## config.mk

```make
export PLATFORM = sky130hd
export DESIGN_NAME = gdt_top
export DESIGN_NICKNAME = d
export VERILOG_FILES = /design/src/rtl/gdt_pkg.sv /design/src/rtl/gdt_top.sv /design/src/rtl/gdt_filter.sv
export SDC_FILE = /design/constraint.sdc
export NUM_CORES = 1
export LEC_CHECK = 0
export BUFFER_PORTS_ARGS = -buffer_cell sky130_fd_sc_hd__buf_2
export CAP_MARGIN = 30
export CORE_MARGIN = 2
export CORE_UTILIZATION = 61
export CTS_BUF_LIST = sky130_fd_sc_hd__clkbuf_16
export CTS_CLUSTER_SIZE = 40
export DETAILED_ROUTE_END_ITERATION = 7
export PLACE_DENSITY = 0.82
export SKIP_CTS_REPAIR_TIMING = 1
export SLEW_MARGIN = 15
export SYNTH_ARGS = -nofsm -noshare
export SYNTH_HDL_FRONTEND = slang
export SYNTH_SLANG_ARGS = --single-unit
export TNS_END_PERCENT = 20
```

## constraint.sdc

```tcl
create_clock -name mclk_i -period 8.9 [get_ports mclk_i]
set_input_delay 0.445 -clock mclk_i [delete_from_list [all_inputs] [get_ports mclk_i]]
set_output_delay 0.445 -clock mclk_i [all_outputs]
set_load 0.05 [all_outputs]
```

## src/rtl/gdt_pkg.sv

```systemverilog
// Purpose: Shared constants and types of the gate drive timing control.
// Assumes: Core clock of 200 MHz, which also serves as the dead-interval time base.
// Notes: Times are kept in their own unit, and cycle counts are derived from them.
package gdt_pkg;

  // Clock and derived timing
  localparam int CLK_PERIOD_PS = 5000;
  // Blanking window: least 4.7 us, most 9.1 us; the typical value is used
  localparam int BLANK_TYP_NS = 7100;
  localparam int BLANK_CYC = (BLANK_TYP_NS * 1000) / CLK_PERIOD_PS;
  localparam int DESAT_FILT_NS = 937;
  localparam int DESAT_FILT_CYC = (DESAT_FILT_NS * 1000 + CLK_PERIOD_PS - 1) / CLK_PERIOD_PS;
  localparam int TEMP_FILT_NS = 1000;
  localparam int TEMP_FILT_CYC = (TEMP_FILT_NS * 1000 + CLK_PERIOD_PS - 1) / CLK_PERIOD_PS;

  // Widths
  localparam int NPHASE = 3;
  localparam int DEAD_W = 8;
  localparam int BLANK_W = 11;
  localparam int FILT_W = 8;
  localparam int FRAME_BITS = 16;
  localparam int BITCNT_W = 5;

  // Dead interval limits and reset value
  localparam logic [DEAD_W-1:0] DEAD_MIN = 8'h01;
  localparam logic [DEAD_W-1:0] DEAD_MAX = 8'hff;
  localparam logic [DEAD_W-1:0] DEAD_RST = 8'h10;
  localparam logic [DEAD_W-1:0] DEAD_ZERO = 8'h00;

  // Serial frame layout: opcode on top, argument below
  localparam int OPC_MSB = 15;
  localparam int OPC_LSB = 12;
  localparam int ARG_MSB = 11;
  localparam int ARG_W = 12;
  localparam logic [3:0] OPC_SET_DEAD = 4'h1;
  localparam logic [3:0] OPC_ZERO_DEAD = 4'h2;
  localparam logic [3:0] OPC_FULL_ON = 4'h3;
  localparam logic [3:0] OPC_CLR_FAULT = 4'h4;

  // Status word returned on every frame
  localparam int ST_TEMP = 15;
  localparam int ST_PHASE_LSB = 12;
  localparam int ST_DESAT_LSB = 9;
  localparam int ST_FULL_ON = 8;

  // Per-phase command owner, the decision state
  typedef enum logic [1:0] {
    GDT_OWN_NONE = 2'b00,
    GDT_OWN_HS = 2'b01,
    GDT_OWN_LS = 2'b10
  } gdt_owner_t;

  typedef enum logic {
    GDT_SPI_IDLE = 1'b0,
    GDT_SPI_FRAME = 1'b1
  } gdt_spi_st_t;

endpackage

```

## src/rtl/gdt_top.sv

```systemverilog
// Purpose: Phase command pipeline, dead interval, blanking, fault filters, serial port.
// Assumes: All pins are asynchronous to mclk_i; serial clock is far slower than mclk_i.
// Notes: Frames are 16 bits, MSB first, opcode in bits 15..12.
// Notes on behaviour
// - All control logic runs on one clock; pins pass synchronisers first.
// - Normal mode: one decision stage, then one full-on multiplexer stage, then gate.
// - Full-on mode skips the decision stage, one clock less latency.
// - Synchroniser adds at most one clock of latency variation.
// - Dead interval adds on top of the fixed pipeline delay.
// - Over-temperature comparator is filtered before warning or interrupt.
// - A dedicated command sets the dead interval to zero.
// - Programmed dead interval counts 1 to 255 time-base cycles.
// - Requests above 255 saturate at 255.
// - Any switch turning on starts common blanking, hiding desat and phase errors.
// - Zero duty holds the switch off; steady command holds it on forever.
// - Gate-permit changes reach gate outputs within 280 ns.
// - Serial input sampled on falling serial clock edge; host sets it up before.
// - Serial output changes after each rising edge but the first, valid within 125 ns.
// - Serial output driven with status within 100 ns of chip select falling.
// - Serial output released within 125 ns of chip select rising.
// - Blanking window lasts 4.7 to 9.1 us, typically 7.1 us.
// - Desaturation reported only after persisting for the 937 ns filter time.
// - Dead timer starts at switch-off; in normal mode it blocks complementary turn-on until expiry.
// - In normal mode command inputs are edge sensitive: complement off now, selected on later.
`timescale 1ns/1ps
module gdt_top (
  // Clock and reset
  input wire logic mclk_i,
  input wire logic rst_b_i,
  // Phase commands and gate permits
  input wire logic [gdt_pkg::NPHASE-1:0] high_side_command_input_i,
  input wire logic [gdt_pkg::NPHASE-1:0] low_side_command_input_i,
  input wire logic gate_permit_a_i,
  input wire logic gate_permit_b_i,
  // Raw comparator inputs
  input wire logic [gdt_pkg::NPHASE-1:0] desat_raw_i,
  input wire logic [gdt_pkg::NPHASE-1:0] phase_err_raw_i,
  input wire logic over_temp_raw_i,
  // Serial port
  input wire logic spi_sclk_i,
  input wire logic spi_cs_b_i,
  input wire logic spi_si_i,
  output logic spi_so_o,
  output logic spi_so_oe_b_o,
  // Gate outputs
  output logic [gdt_pkg::NPHASE-1:0] hs_gate_o,
  output logic [gdt_pkg::NPHASE-1:0] ls_gate_o,
  // Status
  output logic full_on_mode_o,
  output logic zero_dead_o,
  output logic [gdt_pkg::DEAD_W-1:0] dead_cycles_o,
  output logic blanking_o,
  output logic [gdt_pkg::NPHASE-1:0] desat_fault_o,
  output logic [gdt_pkg::NPHASE-1:0] phase_fault_o,
  output logic temp_warn_o,
  output logic int_o
);
  import gdt_pkg::*;

  // Pin vector layout
  localparam int P_HS = 0;
  localparam int P_LS = 3;
  localparam int P_PA = 6;
  localparam int P_PB = 7;
  localparam int P_DS = 8;
  localparam int P_PE = 11;
  localparam int P_OT = 14;
  localparam int P_SCK = 15;
  localparam int P_CS = 16;
  localparam int P_SI = 17;
  localparam int NPIN = 18;
  localparam logic [NPIN-1:0] PIN_RST = 18'h10000;

  function automatic logic rise(input logic cur, input logic prev);
    return cur & ~prev;
  endfunction

  // Clamp a requested dead interval into 1..255
  function automatic logic [DEAD_W-1:0] clamp_dead(input logic [ARG_W-1:0] req);
    logic [DEAD_W-1:0] res;
    res = req[DEAD_W-1:0];
    if (req > ARG_W'(DEAD_MAX))
      res = DEAD_MAX;
    else if (req < ARG_W'(DEAD_MIN))
      res = DEAD_MIN;
    return res;
  endfunction

  // Reset release
  logic rst_s1;
  logic rst_n;

  always_ff @(posedge mclk_i or negedge rst_b_i)
  begin
    if (!rst_b_i)
    begin
      rst_s1 <= 1'b0;
      rst_n <= 1'b0;
    end
    else
    begin
      rst_s1 <= 1'b1;
      rst_n <= rst_s1;
    end
  end

  // Pin synchronisers: a change counts once stages two and three agree
  logic [NPIN-1:0] pin_raw;
  logic [NPIN-1:0] pin_s1;
  logic [NPIN-1:0] pin_s2;
  logic [NPIN-1:0] pin_s3;
  logic [NPIN-1:0] pin;
  wire [NPIN-1:0] next_pin = (pin_s2 & pin_s3) | (pin & (pin_s2 ^ pin_s3));

  assign pin_raw = {spi_si_i, spi_cs_b_i, spi_sclk_i, over_temp_raw_i, phase_err_raw_i,
                    desat_raw_i, gate_permit_b_i, gate_permit_a_i,
                    low_side_command_input_i, high_side_command_input_i};

  always_ff @(posedge mclk_i or negedge rst_n)
  begin
    if (!rst_n)
    begin
      pin_s1 <= PIN_RST;
      pin_s2 <= PIN_RST;
      pin_s3 <= PIN_RST;
      pin <= PIN_RST;
    end
    else
    begin
      pin_s1 <= pin_raw;
      pin_s2 <= pin_s1;
      pin_s3 <= pin_s2;
      pin <= next_pin;
    end
  end

  wire [NPHASE-1:0] hs_lvl = pin[P_HS +: NPHASE];
  wire [NPHASE-1:0] ls_lvl = pin[P_LS +: NPHASE];
  wire permit = pin[P_PA] & pin[P_PB];

  // Configuration held from serial commands
  logic [DEAD_W-1:0] dead_cycles;
  logic zero_dead;
  logic full_on;
  logic full_on_locked;
  logic blanking;

  // Per-phase decision stage
  logic [NPHASE-1:0] hs_prev;
  logic [NPHASE-1:0] ls_prev;
  logic [NPHASE-1:0] dec_hs;
  logic [NPHASE-1:0] dec_ls;
  logic [NPHASE-1:0] next_dec_hs;
  logic [NPHASE-1:0] next_dec_ls;
  logic [NPHASE-1:0] hs_gate;
  logic [NPHASE-1:0] ls_gate;
  logic [NPHASE-1:0] next_hs_gate;
  logic [NPHASE-1:0] next_ls_gate;
  wire [DEAD_W-1:0] dead_load = zero_dead ? DEAD_ZERO : dead_cycles;

  for (genvar p = 0; p < NPHASE; p++)
  begin : g_phase
    gdt_owner_t owner;
    gdt_owner_t next_owner;
    logic [DEAD_W-1:0] dead_cnt;
    wire hs_edge = rise(hs_lvl[p], hs_prev[p]);
    wire ls_edge = rise(ls_lvl[p], ls_prev[p]);
    wire want_hs = (next_owner == GDT_OWN_HS);
    wire want_ls = (next_owner == GDT_OWN_LS);
    wire off_evt = (dec_hs[p] & ~want_hs) | (dec_ls[p] & ~want_ls);
    // Expiry flagged as the count reaches one, so the gap is exactly D cycles
    wire dead_done = (dead_cnt <= DEAD_MIN) & (~off_evt | zero_dead);

    // Leading edges pick the side; a dropped level returns to off
    always_comb
    begin
      next_owner = owner;
      unique case (owner)
        GDT_OWN_NONE:
        begin
          if (hs_edge && !ls_edge)
            next_owner = GDT_OWN_HS;
          else if (ls_edge && !hs_edge)
            next_owner = GDT_OWN_LS;
        end
        GDT_OWN_HS:
        begin
          if (ls_edge)
            next_owner = GDT_OWN_LS;
          else if (!hs_lvl[p])
            next_owner = GDT_OWN_NONE;
        end
        GDT_OWN_LS:
        begin
          if (hs_edge)
            next_owner = GDT_OWN_HS;
          else if (!ls_lvl[p])
            next_owner = GDT_OWN_NONE;
        end
        default:
          next_owner = GDT_OWN_NONE;
      endcase
    end

    // Turn-on waits for expiry; an already-on switch stays on
    assign next_dec_hs[p] = want_hs & (dec_hs[p] | dead_done);
    assign next_dec_ls[p] = want_ls & (dec_ls[p] | dead_done);

    always_ff @(posedge mclk_i or negedge rst_n)
    begin
      if (!rst_n)
      begin
        owner <= GDT_OWN_NONE;
        dead_cnt <= DEAD_ZERO;
      end
      else
      begin
        owner <= next_owner;
        if (off_evt)
          dead_cnt <= dead_load;
        else if (dead_cnt != DEAD_ZERO)
          dead_cnt <= dead_cnt - 1'b1;
      end
    end
  end

  // Full-on multiplexer stage, gated by both permits
  assign next_hs_gate = (full_on ? hs_lvl : dec_hs) & {NPHASE{permit}};
  assign next_ls_gate = (full_on ? ls_lvl : dec_ls) & {NPHASE{permit}};

  always_ff @(posedge mclk_i or negedge rst_n)
  begin
    if (!rst_n)
    begin
      hs_prev <= '0;
      ls_prev <= '0;
      dec_hs <= '0;
      dec_ls <= '0;
      hs_gate <= '0;
      ls_gate <= '0;
    end
    else
    begin
      hs_prev <= hs_lvl;
      ls_prev <= ls_lvl;
      dec_hs <= next_dec_hs;
      dec_ls <= next_dec_ls;
      hs_gate <= next_hs_gate;
      ls_gate <= next_ls_gate;
    end
  end

  assign hs_gate_o = hs_gate;
  assign ls_gate_o = ls_gate;

  // Common blanking, restarted by any switch turning on
  localparam logic [BLANK_W-1:0] BLANK_LOAD = BLANK_W'(BLANK_CYC);
  logic [BLANK_W-1:0] blank_cnt;
  wire turn_on = |((next_hs_gate & ~hs_gate) | (next_ls_gate & ~ls_gate));

  always_ff @(posedge mclk_i or negedge rst_n)
  begin
    if (!rst_n)
      blank_cnt <= '0;
    else if (turn_on)
      blank_cnt <= BLANK_LOAD;
    else if (blank_cnt != '0)
      blank_cnt <= blank_cnt - 1'b1;
  end

  assign blanking = (blank_cnt != '0);
  assign blanking_o = blanking;

  // Fault filters
  localparam logic [FILT_W-1:0] DESAT_LIMIT = FILT_W'(DESAT_FILT_CYC);
  localparam logic [FILT_W-1:0] TEMP_LIMIT = FILT_W'(TEMP_FILT_CYC);
  logic [NPHASE-1:0] desat_hit;
  logic temp_hit;

  for (genvar p = 0; p < NPHASE; p++)
  begin : g_desat
    gdt_filter #(
      .WIDTH(FILT_W),
      .LIMIT(DESAT_LIMIT)
    ) u_desat_filt (
      .clk_i(mclk_i),
      .rst_n_i(rst_n),
      .raw_i(pin[P_DS + p]),
      .hit_o(desat_hit[p])
    );
  end

  gdt_filter #(
    .WIDTH(FILT_W),
    .LIMIT(TEMP_LIMIT)
  ) u_temp_filt (
    .clk_i(mclk_i),
    .rst_n_i(rst_n),
    .raw_i(pin[P_OT]),
    .hit_o(temp_hit)
  );

  // Serial port
  gdt_spi_st_t spi_st;
  logic sclk_prev;
  logic cs_prev;
  logic [FRAME_BITS-1:0] shift_in;
  logic [FRAME_BITS-1:0] shift_out;
  logic [BITCNT_W-1:0] bit_cnt;
  logic so_oe_b;
  logic cmd_valid;
  logic [FRAME_BITS-1:0] cmd_word;
  wire sclk_rise = rise(pin[P_SCK], sclk_prev);
  wire sclk_fall = rise(sclk_prev, pin[P_SCK]);
  wire cs_fall = rise(cs_prev, pin[P_CS]);
  wire cs_rise = rise(pin[P_CS], cs_prev);
  wire frame_full = (bit_cnt == BITCNT_W'(FRAME_BITS));
  logic [FRAME_BITS-1:0] status_word;
  logic [NPHASE-1:0] desat_fault;
  logic [NPHASE-1:0] phase_fault;
  logic temp_warn;

  assign status_word = {temp_warn, phase_fault, desat_fault, full_on, dead_cycles};

  always_ff @(posedge mclk_i or negedge rst_n)
  begin
    if (!rst_n)
    begin
      spi_st <= GDT_SPI_IDLE;
      sclk_prev <= 1'b0;
      cs_prev <= 1'b1;
      shift_in <= '0;
      shift_out <= '0;
      bit_cnt <= '0;
      so_oe_b <= 1'b1;
      cmd_valid <= 1'b0;
      cmd_word <= '0;
    end
    else
    begin
      sclk_prev <= pin[P_SCK];
      cs_prev <= pin[P_CS];
      cmd_valid <= 1'b0;
      unique case (spi_st)
        GDT_SPI_IDLE:
        begin
          if (cs_fall)
          begin
            spi_st <= GDT_SPI_FRAME;
            shift_out <= status_word;
            so_oe_b <= 1'b0;
            bit_cnt <= '0;
          end
        end
        GDT_SPI_FRAME:
        begin
          if (cs_rise)
          begin
            spi_st <= GDT_SPI_IDLE;
            so_oe_b <= 1'b1;
            shift_out <= '0;
            cmd_valid <= frame_full;
            cmd_word <= shift_in;
          end
          else if (sclk_fall)
          begin
            shift_in <= {shift_in[FRAME_BITS-2:0], pin[P_SI]};
            if (!frame_full)
              bit_cnt <= bit_cnt + 1'b1;
          end
          else if (sclk_rise && bit_cnt != '0)
            shift_out <= {shift_out[FRAME_BITS-2:0], 1'b0};
        end
      endcase
    end
  end

  assign spi_so_o = shift_out[FRAME_BITS-1];
  assign spi_so_oe_b_o = so_oe_b;

  // Command decode
  wire [3:0] opc = cmd_word[OPC_MSB:OPC_LSB];
  wire [ARG_W-1:0] arg = cmd_word[ARG_MSB:0];
  wire do_set_dead = cmd_valid & (opc == OPC_SET_DEAD);
  wire do_zero_dead = cmd_valid & (opc == OPC_ZERO_DEAD);
  wire do_full_on = cmd_valid & (opc == OPC_FULL_ON) & ~full_on_locked;
  wire do_clear = cmd_valid & (opc == OPC_CLR_FAULT);

  // Full-on may be chosen once per reset, to avoid accidental overlap
  always_ff @(posedge mclk_i or negedge rst_n)
  begin
    if (!rst_n)
    begin
      dead_cycles <= DEAD_RST;
      zero_dead <= 1'b0;
      full_on <= 1'b0;
      full_on_locked <= 1'b0;
    end
    else
    begin
      if (do_set_dead)
      begin
        dead_cycles <= clamp_dead(arg);
        zero_dead <= 1'b0;
      end
      else if (do_zero_dead)
        zero_dead <= 1'b1;
      if (do_full_on)
      begin
        full_on <= arg[0];
        full_on_locked <= 1'b1;
      end
    end
  end

  // Sticky faults; a new fault wins over a clear in the same cycle
  wire [NPHASE-1:0] desat_set = desat_hit & {NPHASE{~blanking}};
  wire [NPHASE-1:0] phase_set = pin[P_PE +: NPHASE] & {NPHASE{~blanking}};

  always_ff @(posedge mclk_i or negedge rst_n)
  begin
    if (!rst_n)
    begin
      desat_fault <= '0;
      phase_fault <= '0;
      temp_warn <= 1'b0;
      int_o <= 1'b0;
    end
    else
    begin
      desat_fault <= (desat_fault & {NPHASE{~do_clear}}) | desat_set;
      phase_fault <= (phase_fault & {NPHASE{~do_clear}}) | phase_set;
      temp_warn <= (temp_warn & ~do_clear) | temp_hit;
      int_o <= |desat_fault | |phase_fault | temp_warn;
    end
  end

  assign desat_fault_o = desat_fault;
  assign phase_fault_o = phase_fault;
  assign temp_warn_o = temp_warn;
  assign full_on_mode_o = full_on;
  assign zero_dead_o = zero_dead;
  assign dead_cycles_o = dead_cycles;

endmodule

```

## src/rtl/gdt_filter.sv

```systemverilog
// Purpose: Digital persistence filter for one raw comparator input.
// Assumes: Raw input is already synchronised to mclk_i.
// Notes: Output is high once the input has held high for LIMIT cycles.
`timescale 1ns/1ps
module gdt_filter #(
  parameter int WIDTH = 8,
  parameter logic [WIDTH-1:0] LIMIT = 8'hbc
) (
  // Clock and reset
  input wire logic clk_i,
  input wire logic rst_n_i,
  // Raw level and filtered result
  input wire logic raw_i,
  output logic hit_o
);

  logic [WIDTH-1:0] cnt;

  // Saturating, cleared by any drop of the raw input
  always_ff @(posedge clk_i or negedge rst_n_i)
  begin
    if (!rst_n_i)
      cnt <= '0;
    else if (!raw_i)
      cnt <= '0;
    else if (cnt != LIMIT)
      cnt <= cnt + 1'b1;
  end

  assign hit_o = (cnt == LIMIT);

endmodule

```

* Word-level counts from Yosys, hierarchy flattened
Index checks and enable logic that the tools add are counted.
** Cells by class
- Add/sub/neg operators :: 9
- Order comparisons :: 5
- Equal/unequal tests :: 36
- Mux-type cells :: 62
- Bitwise operators :: 88
- Reductions and logical operators :: 34
** Operators by type and width (number)
- $mux 8 :: 17
- $mux 16 :: 4
- $and 18x18->18 :: 2
- $mux 2 :: 18
- $add 8x1->8 const B :: 4
- $and 1x1->1 :: 32
- $eq 8x8->1 const B :: 4
- $ne 8x8->1 const B :: 4
- $pmux 16 s2 :: 1
- $and 3x3->3 :: 8
- $le 8x1->1 const B :: 3
- $not 1->1 :: 24
- $reduce_bool 8->1 :: 3
- $sub 8x1->8 const B :: 3
- $mux 11 :: 2
- $mux 5 :: 4
- $or 18x18->18 :: 1
- $pmux 2 s3 :: 3
- $xor 18x18->18 :: 1
- $or 1x1->1 :: 15
- $eq 2x1->1 const B :: 6
- $eq 2x2->1 const B :: 6
- $gt 12x8->1 const B :: 1
- $lt 12x1->1 const B :: 1
- other kinds (26) :: 67
** Word-level totals
- Bits in registers :: 242
- Output and inout bits :: 27
- Logic and storage cells :: 274

* Longest topological paths before layout
Gate-level depths: netlist (run 1).
- Word-level depth :: 16
- Gate-level depth with buffers :: 8

* Hierarchy
A second synthesis (run 1) with hierarchy kept.
** Second synthesis, totals
- Cells, all modules :: 834
- Area total of the unflattened synthesis :: 10413.7 um^2
** Modules (own cells, without submodules)
- gdt_top :: times used 1, cells each 654, area an instance 8613.3 um^2, sequential area each 5263.8 um^2
- gdt_filter at g_desat[1].u_desat_filt ... :: times used 2, cells each 46, area an instance 447.9 um^2, sequential area each 200.2 um^2
- gdt_filter at g_desat[0].u_desat_filt :: times used 1, cells each 43, area an instance 456.7 um^2, sequential area each 200.2 um^2
- gdt_filter at u_temp_filt :: times used 1, cells each 45, area an instance 447.9 um^2, sequential area each 200.2 um^2

* Least setup slack after synthesis (run 1)
No wires, ideal clock.
- Path type :: register to register
- From :: reg full_on (netlist: full_on_mode_o)
- To :: reg blank_cnt[1]
- Library setup time :: 114 ps
- Arrival :: 2073 ps
- Path slack :: 6714 ps
- Cell stages (with the launch flop) :: 7
- Period minus slack after synthesis :: 2186 ps
- Path through :: dfrtp_1 > buf_6 > mux2i_1 > nor3_1 > or4_1 > buf_2 > a2111oi_2
** On the way
- Word-level cells in the longest chain between the ends :: 6
- Elaborated cells on any way between the ends :: 10
** RTL lines
- start: declaration :: RTL line gdt_top.sv:144 : logic full_on;
- start signal: assignment :: RTL line gdt_top.sv:410 : full_on <= arg[0];
- $mux 3 (on tied branches) :: RTL line gdt_top.sv:228, gdt_top.sv:229
- $and 3x3->3 (on tied branches) :: RTL line gdt_top.sv:228, gdt_top.sv:229
- $and 3x3->3 :: RTL line gdt_top.sv:259 : wire turn_on = |((next_hs_gate & ~hs_gate) | (next_ls_gate & ~ls_gate));
- $or 3x3->3 (*) :: RTL line gdt_top.sv:259
- $reduce_or 3->1 (*) :: RTL line gdt_top.sv:259
- $mux 11 / $reduce_bool 2->1 (equally long branches)
- end signal: assignment :: RTL line gdt_top.sv:268 : blank_cnt <= blank_cnt - 1'b1;
- end: declaration :: RTL line gdt_top.sv:258 : logic [BLANK_W-1:0] blank_cnt;
Mark *: on every way between the ends. The rest lies on a longest branch, timed or not.
A chain may end at the register's enable or synchronous reset.

* Worst setup path after layout (run 1)
- From :: reg blank_cnt[0]
- To :: out blanking_o
** On the way
- Word-level cells in the longest chain between the ends :: 1
** RTL lines
- $reduce_bool 11->1 :: RTL line gdt_top.sv:271 : assign blanking = (blank_cnt != '0);
- end: declaration :: RTL line gdt_top.sv:52 : output logic blanking_o,
Every way passes these cells.

==> results of run 1 <==
stage by stage:
step / setup WS, ns / total power, mW / util / cell area [sq um] / hold WS [ns]
after floorplan: 1.669 / 1.607 / - / 10310 / 0.1494
after global placement: 6.616 / 1.680 / 0.6509 / 10760 / 0.2313
after detailed placement: 6.517 / 1.699 / 0.6509 / 10760 / 0.2319
after CTS: 5.953 / 2.707 / 0.6989 / 11550 / -0.3171
after global routing: 5.718 / 2.815 / 0.7006 / 11580 / 0.01293
final: 5.912 / 2.685 / 0.7006 / 11580 / 0.03102
cells by family after synthesis:
kind of cell / synth area share
other cells: 0.0003638
flops: 0.5884
xor+xnor: 0.02464
simple gates: 0.1190
fa+ha+maj: 0.04346
compound gates: 0.09893
mux: 0.1004
buf+inv: 0.02488
sequential cells by signal, summed over array words and instances, names as in the netlist, 5 cells and up:
name / flops
shift_out: 16
pin_s2: 18
pin: 18
g_phase.owner: 6
g_phase.dead_cnt: 24
dead_cycles_o: 8
bit_cnt: 5
blank_cnt: 11
u_temp_filt.cnt: 8
cmd_word: 16
pin_s1: 18
g_desat.u_desat_filt.cnt: 24
pin_s3: 18
shift_in: 16
layout make-up:
class	instances	area share
clock inverter	20	0.01448
inverter	41	0.01329
multi-input combinational	517	0.3443
sequential	242	0.5242
timing repair buffer	54	0.02594
clock buffer	25	0.05404
tap	220	0.02378
power groups by stage:
stage               sequential (mW)  combinational, mW  clock (mW)
floorplan                      1.34              0.270           0
CTS                            1.31              0.376        1.02
global placement               1.32              0.359           0
finish                         1.31              0.375        1.00
detailed placement             1.33              0.372           0
global route                   1.33              0.417        1.07
worst reg2reg max path: cells and delay by family (launching register included):
kind	cells	cell delay (ns)
simple gates	1	0.43
compound gates	2	0.66
flops	1	0.40
mux	1	0.41
fa+ha+maj	1	0.15
buf+inv	1	0.09
worst max path at each step:
stage	endpoint	slack, ns
global placement	blanking_o	6.62
finish	blanking_o	5.91
global route	blanking_o	5.72
CTS	blanking_o	5.95
floorplan	bit_cnt[0]$_DFFE_PN0P_	1.67
detailed placement	blanking_o	6.52
cells in the final DEF (no fill, tap or decap), drive strengths merged, types with 13 or more instances in the layout:
cell type / Yosys / routed
dfrtp: 235 / 235
mux2: 56 / 56
buf: 9 / 51
inv: 40 / 48
nor2: 40 / 40
mux2i: 37 / 37
ha: 35 / 35
nand2: 27 / 27
clkbuf: 9 / 27
xnor2: 26 / 26
nor3: 25 / 25
o21ai: 23 / 23
a22o: 22 / 22
nand3: 20 / 20
a21oi: 20 / 20
and2: 20 / 20
a21o: 19 / 19
o2111ai: 13 / 13
metal layers:
metal / vias to the layer above / global-route usage / share of wire
met2: 114 / 0.3447 / 0.48
met5: - / 0 / 0
li1: 3064 / - / -
met4: 0 / 0.06147 / 0.021
met1: 3155 / 0.2923 / 0.45
met3: 32 / 0.04157 / 0.044
==> summary.txt, run 1 <==
status = complete, no violations
Vias = 6,365
number of optimization iterations in the first detailed-route pass = 4
crit end category = primary output
GRT overflow = 0
Clk pin slew, worst setup/hold paths = 0.06 ns
CP peak stage delay = 0.42 ns
Post-synth top cells = dfrtp_1 (235), mux2_2 (46), nor2_1 (40)
Stages on worst setup path = 7
post-synth cell types = 60
Mapped Cells = 818
Placer Congestion = 0.8865
CTS tree = built
Worst Path Buf+Inv = 3
Post-Layout Cell Count = 1,119
fmax = 334.7 MHz
Fin Setup TNS = 0 ns
largest net degree at the start of global routing = 200
CP cell instances = inv_1, ha_1, nor2b_1, nand2_1, nor2_1, clkinv_1, buf_2
CP top delay family = buffers and inverters
clk sinks = 242
final count of pins violating max slew = 0
synth-to-layout area growth = 12.32%
final hold viol count = 0
NetSw = 705.9 uW
post-synthesis async set-or-reset flop share = 1.000
worst slew pin tran = 0.9840 ns
syn_nets = 873
CP arrival = 2.54 ns
Hold Crit Depth = 1
relative slew slack = 0.3440
sequential area share after synthesis = 0.5884
Pleak = 5.717 nW
Worst Hold Class = in -> reg
area of the multi-input gates = 3986 sq um
Final #Nets = 936
EDFF count, synth = 0
dominant register cell in the synthesized netlist = dfrtp_1
IO Port Bufs = 46
most numerous cell in the Yosys netlist = dfrtp_1
register area = 6068 sq um
CTS buffer count = 25
worst reg2reg path depth = 6
H-Tree Depth = 1
area leader, netlist = dfrtp_1
clock skew = 0.01295 ns
worst hold endpoint = pin_s1[3]$_DFF_PN0_
Clock power frac = 0.373
Final HPWL DP = 11,810 um
switch share = 0.2629
Comb power frac = 0.140
vias in the first global route = 6,423
CP max FO = 8
setup violators final = 0
Critical Path Start Type = flip-flop
reg2reg setup slack = 6.64 ns
Power Internal = 1.979 mW
clk root buf = clkbuf_16
clock latency on the worst-skew pair = 0.52 ns
crit path kind = reg -> out
initial antenna violation count = 0
antenna diode count = 0
post-synth top area share = 0.5705
FF+latch count, synth = 242
maximum vdd ir drop = 171.7 uV
synth warn = 0
Rows = 47
RSZ-0062 raised after global routing = no
average size of a mapped cell = 12.60 sq um
Hold Path Origin = low_side_command_input_i[0]
Via density = 5.688
leading post-synthesis cells by cell area = dfrtp_1 (57%), mux2_2 (5.0%), ha_1 (4.2%)
# DRC = 0
largest buffer count on any clock path = 3
IO Count = 47
worst reg2reg path startpoint = bit_cnt[0]$_DFFE_PN0P_
GRT Util Overall = 0.2113
part of the power in registers = 0.488
beginning of the critical path = blank_cnt[0]$_DFFE_PN0P_
Post-Route WL = 18,080 um
final worst path period need = 2.988 ns
final antenna-violating net count = 0
Final Cycle Share = 0.3357
Fill cells = 1,149
CP Data Required Time = 8.46 ns
Die X = 134.0 um
max cap viols = 0
die area = 17,950 sq um
Mapped Area = 10,310 sq um
Initial Utilization = 0.6238
Die Y = 134.0 um
core area = 16,520 sq um
WL per Instance = 16.16 um
R2R Path End = shift_out[15]$_DFFE_PN0P_
first-pass GRT wire length = 31,020 um
fraction of layout cells with a size suffix above 1 = 0.1858
Crit-path slowest cell = nor2_1
Iter 0 DRT Violations = 359
Power Density = 231.9 nW/um^2
dpl cells = 1,070
(Power assumes the default switching activity.)
==> inputs of run 2 (changes only) <==
CORE_UTILIZATION = 55   (was 61)
PLACE_DENSITY = 0.78   (was 0.82)
clock period = 2.5 ns   (was 8.9 ns; I/O delays follow)
==> summary.txt, run 2 (synthesized netlist as in run 1, its figures left out) <==
status = complete, no violations
clock skew = 0.01245 ns
first-pass GRT wire length = 31,470 um
Clock power frac = 0.360
maximum vdd ir drop = 621.5 uV
NetSw = 2.479 mW
vias in the first global route = 6,373
largest net degree at the start of global routing = 66
final hold viol count = 0
Initial Utilization = 0.5566
IO Port Bufs = 46
Worst Hold Class = in -> reg
Pleak = 5.810 nW
IO Count = 47
worst slew pin tran = 0.8684 ns
max cap viols = 0
CP arrival = 2.21 ns
Final HPWL DP = 12,440 um
Iter 0 DRT Violations = 403
clk root buf = clkbuf_16
CP Data Required Time = 2.38 ns
final worst path period need = 2.333 ns
Fill cells = 1,393
clk sinks = 242
Power Internal = 6.953 mW
clock latency on the worst-skew pair = 0.51 ns
switch share = 0.2628
setup violators final = 0
relative slew slack = 0.4189
Final Cycle Share = 0.9332
die area = 19,850 sq um
CTS tree = built
Die Y = 140.9 um
part of the power in registers = 0.495
post-route cell area = 11,800 sq um
crit path kind = reg -> out
final antenna-violating net count = 0
Rows = 50
fraction of layout cells with a size suffix above 1 = 0.1835
fmax = 428.6 MHz
synth-to-layout area growth = 14.46%
GRT overflow = 0
top flop regs = g_desat.u_desat_filt.cnt: 24 flops, g_phase.dead_cnt: 24 flops
most common cell after layout, fill and taps aside = dfrtp_1
Fin Setup TNS = 0 ns
Clk pin slew, worst setup/hold paths = 0.06 ns
Placer Congestion = 0.8521
WL per Instance = 16.16 um
Via density = 5.565
most frequent cells in the layout = dfrtp_1 (234), buf_2 (47), inv_1 (46), mux2_2 (46), nor2_1 (40)
final count of pins violating max slew = 0
Post-Route WL = 18,660 um
# DRC = 0
H-Tree Depth = 1
Vias = 6,428
largest buffer count on any clock path = 3
crit end category = primary output
Comb power frac = 0.145
Power Density = 799.4 nW/um^2
CP max FO = 8
GRT Util Overall = 0.1935
initial antenna violation count = 0
Final #Nets = 960
antenna diode count = 0
number of optimization iterations in the first detailed-route pass = 4
Critical Path Start Type = flip-flop
Die X = 140.9 um
RSZ-0062 raised after global routing = no
placed cell areas = 10,840 sq um
CTS buffer count = 24
core area = 18,520 sq um
-- run 2: worst max-delay path: stages (launching register included) --
cell	delay (ns)
dfrtp_1	0.40
inv_1	0.07
ha_1	0.21
nor2b_1	0.14
nand2_1	0.10
nor2_1	0.17
clkinv_1	0.29
buf_2	0.32
-- run 2: worst paths after layout --
path	startpoint	to	slack (ns)	cells after the start
worst max-delay path	blank_cnt[0]$_DFFE_PN0P_	blanking_o	0.17	7
worst min-delay path	high_side_command_input_i[1]	pin_s1[1]$_DFF_PN0_	0.25	2
worst max register to register	bit_cnt[0]$_DFFE_PN0P_	shift_out[3]$_DFFE_PN0P_	0.24	6
worst min register to register	rst_n$_DFF_PN0_	u_temp_filt.cnt[2]$_DFFE_PN0P_	0.29	0
min in group asynchronous	rst_n$_DFF_PN0_	u_temp_filt.cnt[2]$_DFFE_PN0P_	0.29	0
max in group asynchronous	rst_n$_DFF_PN0_	pin_s3[4]$_DFF_PN0_	1.34	1
-- run 2: final cells by class --
type | count | area [sq um] | area share
clock buffer | 25 | 625.6 | 0.05303
tap | 234 | 292.8 | 0.02482
timing repair buffer | 79 | 550.5 | 0.04666
multi-input combinational | 517 | 3986 | 0.3379
sequential | 242 | 6068 | 0.5144
inverter | 41 | 153.9 | 0.01304
clock inverter | 17 | 120.1 | 0.01018
-- run 2: stage by stage --
step | instances | hold slack, ns | setup slack [ns] | total power [mW] | utilization
after floorplan | 818 | -0.1706 | 0.06609 | 5.720 | -
after global placement | 1091 | -0.08835 | 0.3037 | 6.006 | 0.5853
after detailed placement | 1091 | -0.08786 | 0.2636 | 6.066 | 0.5853
after CTS | 1133 | -0.6274 | 0.1508 | 9.495 | 0.6256
after global routing | 1155 | 0.2487 | 0.04760 | 9.869 | 0.6371
final | 1155 | 0.2509 | 0.1669 | 9.432 | 0.6371
-- run 2: layer usage --
layer	wire length, um	vias to the layer above	track usage
li1	-	3107	-
met1	8831	3185	0.2792
met2	8818	112	0.3119
met3	728	24	0.03057
met4	285	0	0.04947
met5	0	-	0
-- run 2: power by group through the flow --
stage                     clock (mW)  sequential [mW]  combinational, mW
final                           3.39             4.67               1.37
after global routing            3.64             4.72               1.51
after CTS                       3.47             4.67               1.35
after detailed placement           0             4.73               1.34
after global placement             0             4.72               1.29
after floorplan                    0             4.76              0.962
==> inputs of run 3 (changes only) <==
CORE_ASPECT_RATIO = 2   (was not set)
CORE_UTILIZATION = 61   (was 55)
PLACE_DENSITY = 0.82   (was 0.78)
clock period = 2.3 ns   (was 2.5 ns; I/O delays follow)
==> summary.txt, run 3 (synthesized netlist as in run 1, its figures left out) <==
clk root buf = clkbuf_16
largest buffer count on any clock path = 3
worst hold endpoint = pin_s1[7]$_DFF_PN0_
core area = 16,680 sq um
fmax = 435.9 MHz
worst reg2reg path startpoint = bit_cnt[0]$_DFFE_PN0P_
CTS tree = built
first-pass GRT wire length = 33,000 um
initial antenna violation count = 0
Pleak = 5.792 nW
max cap viols = 0
Final HPWL DP = 13,630 um
Final Cycle Share = 0.9974
Die X = 95.92 um
RSZ-0062 raised after global routing = yes
CP max FO = 16
final antenna-violating net count = 0
Post-Route WL = 19,610 um
synth-to-layout area growth = 13.90%
GRT overflow = 0
setup slack after placement = 0.04994 ns
fraction of layout cells with a size suffix above 1 = 0.1914
WL per Instance = 17.33 um
H-Tree Depth = 1
final count of pins violating max slew = 0
Hold Crit Depth = 2
crit end category = flip-flop
relative slew slack = 0.5490
clock latency on the worst-skew pair = 0.50 ns
crit path kind = reg -> reg
GRT Util Overall = 0.2298
setup violators final = 0
# DRC = 0
Final #Nets = 965
clock skew = 0.02065 ns
Design Power = 9.870 mW
antenna diode count = 0
most common cell after layout, fill and taps aside = dfrtp_1
final setup margin = 0.006023 ns
Rows = 67
Placer Congestion = 0.8867
clk sinks = 242
Comb power frac = 0.155
final worst path period need = 2.294 ns
final core occ = 0.7037
final hold viol count = 0
Fill cells = 1,149
worst reg2reg path depth = 6
Critical Path Start Type = flip-flop
Initial Utilization = 0.6179
die area = 18,020 sq um
Iter 0 DRT Violations = 300
CP arrival = 2.67 ns
Fin Setup TNS = 0 ns
part of the power in registers = 0.513
number of optimization iterations in the first detailed-route pass = 4
IO Count = 47
reg2reg setup slack = 0.006 ns
Die Y = 187.8 um
Clock power frac = 0.332
Worst Hold Class = in -> reg
Via density = 5.812
Hold WS = 0.2465 ns
Vias = 6,579
worst slew pin tran = 0.6703 ns
most frequent cells in the layout = dfrtp_1 (234), mux2_2 (46), buf_2 (46), inv_1 (43), nor2_1 (40)
status = complete, no violations
R2R Path End = shift_out[5]$_DFFE_PN0P_
top flop regs = g_desat.u_desat_filt.cnt: 24 flops, g_phase.dead_cnt: 24 flops
Clk pin slew, worst setup/hold paths = 0.07 ns
maximum vdd ir drop = 849.9 uV
vias in the first global route = 6,758
NetSw = 2.683 mW
Power Internal = 7.187 mW
switch share = 0.2718
CP Data Required Time = 2.67 ns
Hold Path Origin = gate_permit_b_i
largest net degree at the start of global routing = 63
Power Density = 840.7 nW/um^2
CTS buffer count = 21
IO Port Bufs = 46
-- run 3: metrics by stage --
stage                     area (sq um)  cells
final                            11740   1132
after global routing             11740   1132
after CTS                        11530   1111
after detailed placement         10900   1073
after global placement           10900   1073
after floorplan                  10310    818
-- run 3: worst max-delay path by stage --
stage / from / endpoint / slack, ns / cells after the start
after floorplan: rst_n$_DFF_PN0_ / bit_cnt[0]$_DFFE_PN0P_ / -0.13 / 0
after global placement: bit_cnt[0]$_DFFE_PN0P_ / shift_out[2]$_DFFE_PN0P_ / 0.1 / 6
after detailed placement: bit_cnt[0]$_DFFE_PN0P_ / shift_out[5]$_DFFE_PN0P_ / 0.05 / 6
after CTS: blank_cnt[0]$_DFFE_PN0P_ / blanking_o / -0.05 / 7
after global routing: bit_cnt[0]$_DFFE_PN0P_ / shift_out[4]$_DFFE_PN0P_ / -0.07 / 6
final: bit_cnt[0]$_DFFE_PN0P_ / shift_out[5]$_DFFE_PN0P_ / 0.006 / 6
-- run 3: layout make-up --
cell class,instances,area [sq um],share of cell area
sequential,242,6068,0.5169
tap,207,259.0,0.02206
timing repair buffer,87,638.1,0.05435
multi-input combinational,517,3986,0.3396
clock inverter,17,108.9,0.009272
clock buffer,21,525.5,0.04476
inverter,41,153.9,0.01311
-- run 3: critical path, stage by stage, from the launching register on --
cell and delay, ns:
dfrtp_1 0.39, inv_1 0.09, ha_1 0.15, or4b_1 0.44, a311o_1 0.41, o21ai_4 0.27
mux2_2 0.41
-- run 3: power by group through the flow --
stage	Clock (mW)	Combinational, mW	Sequential, mW
2_1_floorplan	0	1.05	5.17
3_3_place_gp	0	1.44	5.12
3_5_place_dp	0	1.49	5.14
4_1_cts	3.34	1.51	5.06
5_1_grt	3.50	1.69	5.13
6_report	3.27	1.53	5.07
-- run 3: per-layer routing --
| layer | track usage | up-vias | share of wire | wire length [um] |
|---|---|---|---|---|
| li1 | - | 3119 | - | - |
| met1 | 0.2828 | 3314 | 0.38 | 7531 |
| met2 | 0.4142 | 113 | 0.56 | 11080 |
| met3 | 0.02611 | 33 | 0.028 | 542 |
| met4 | 0.07143 | 0 | 0.024 | 461 |
| met5 | 0 | - | 0 | 0 |
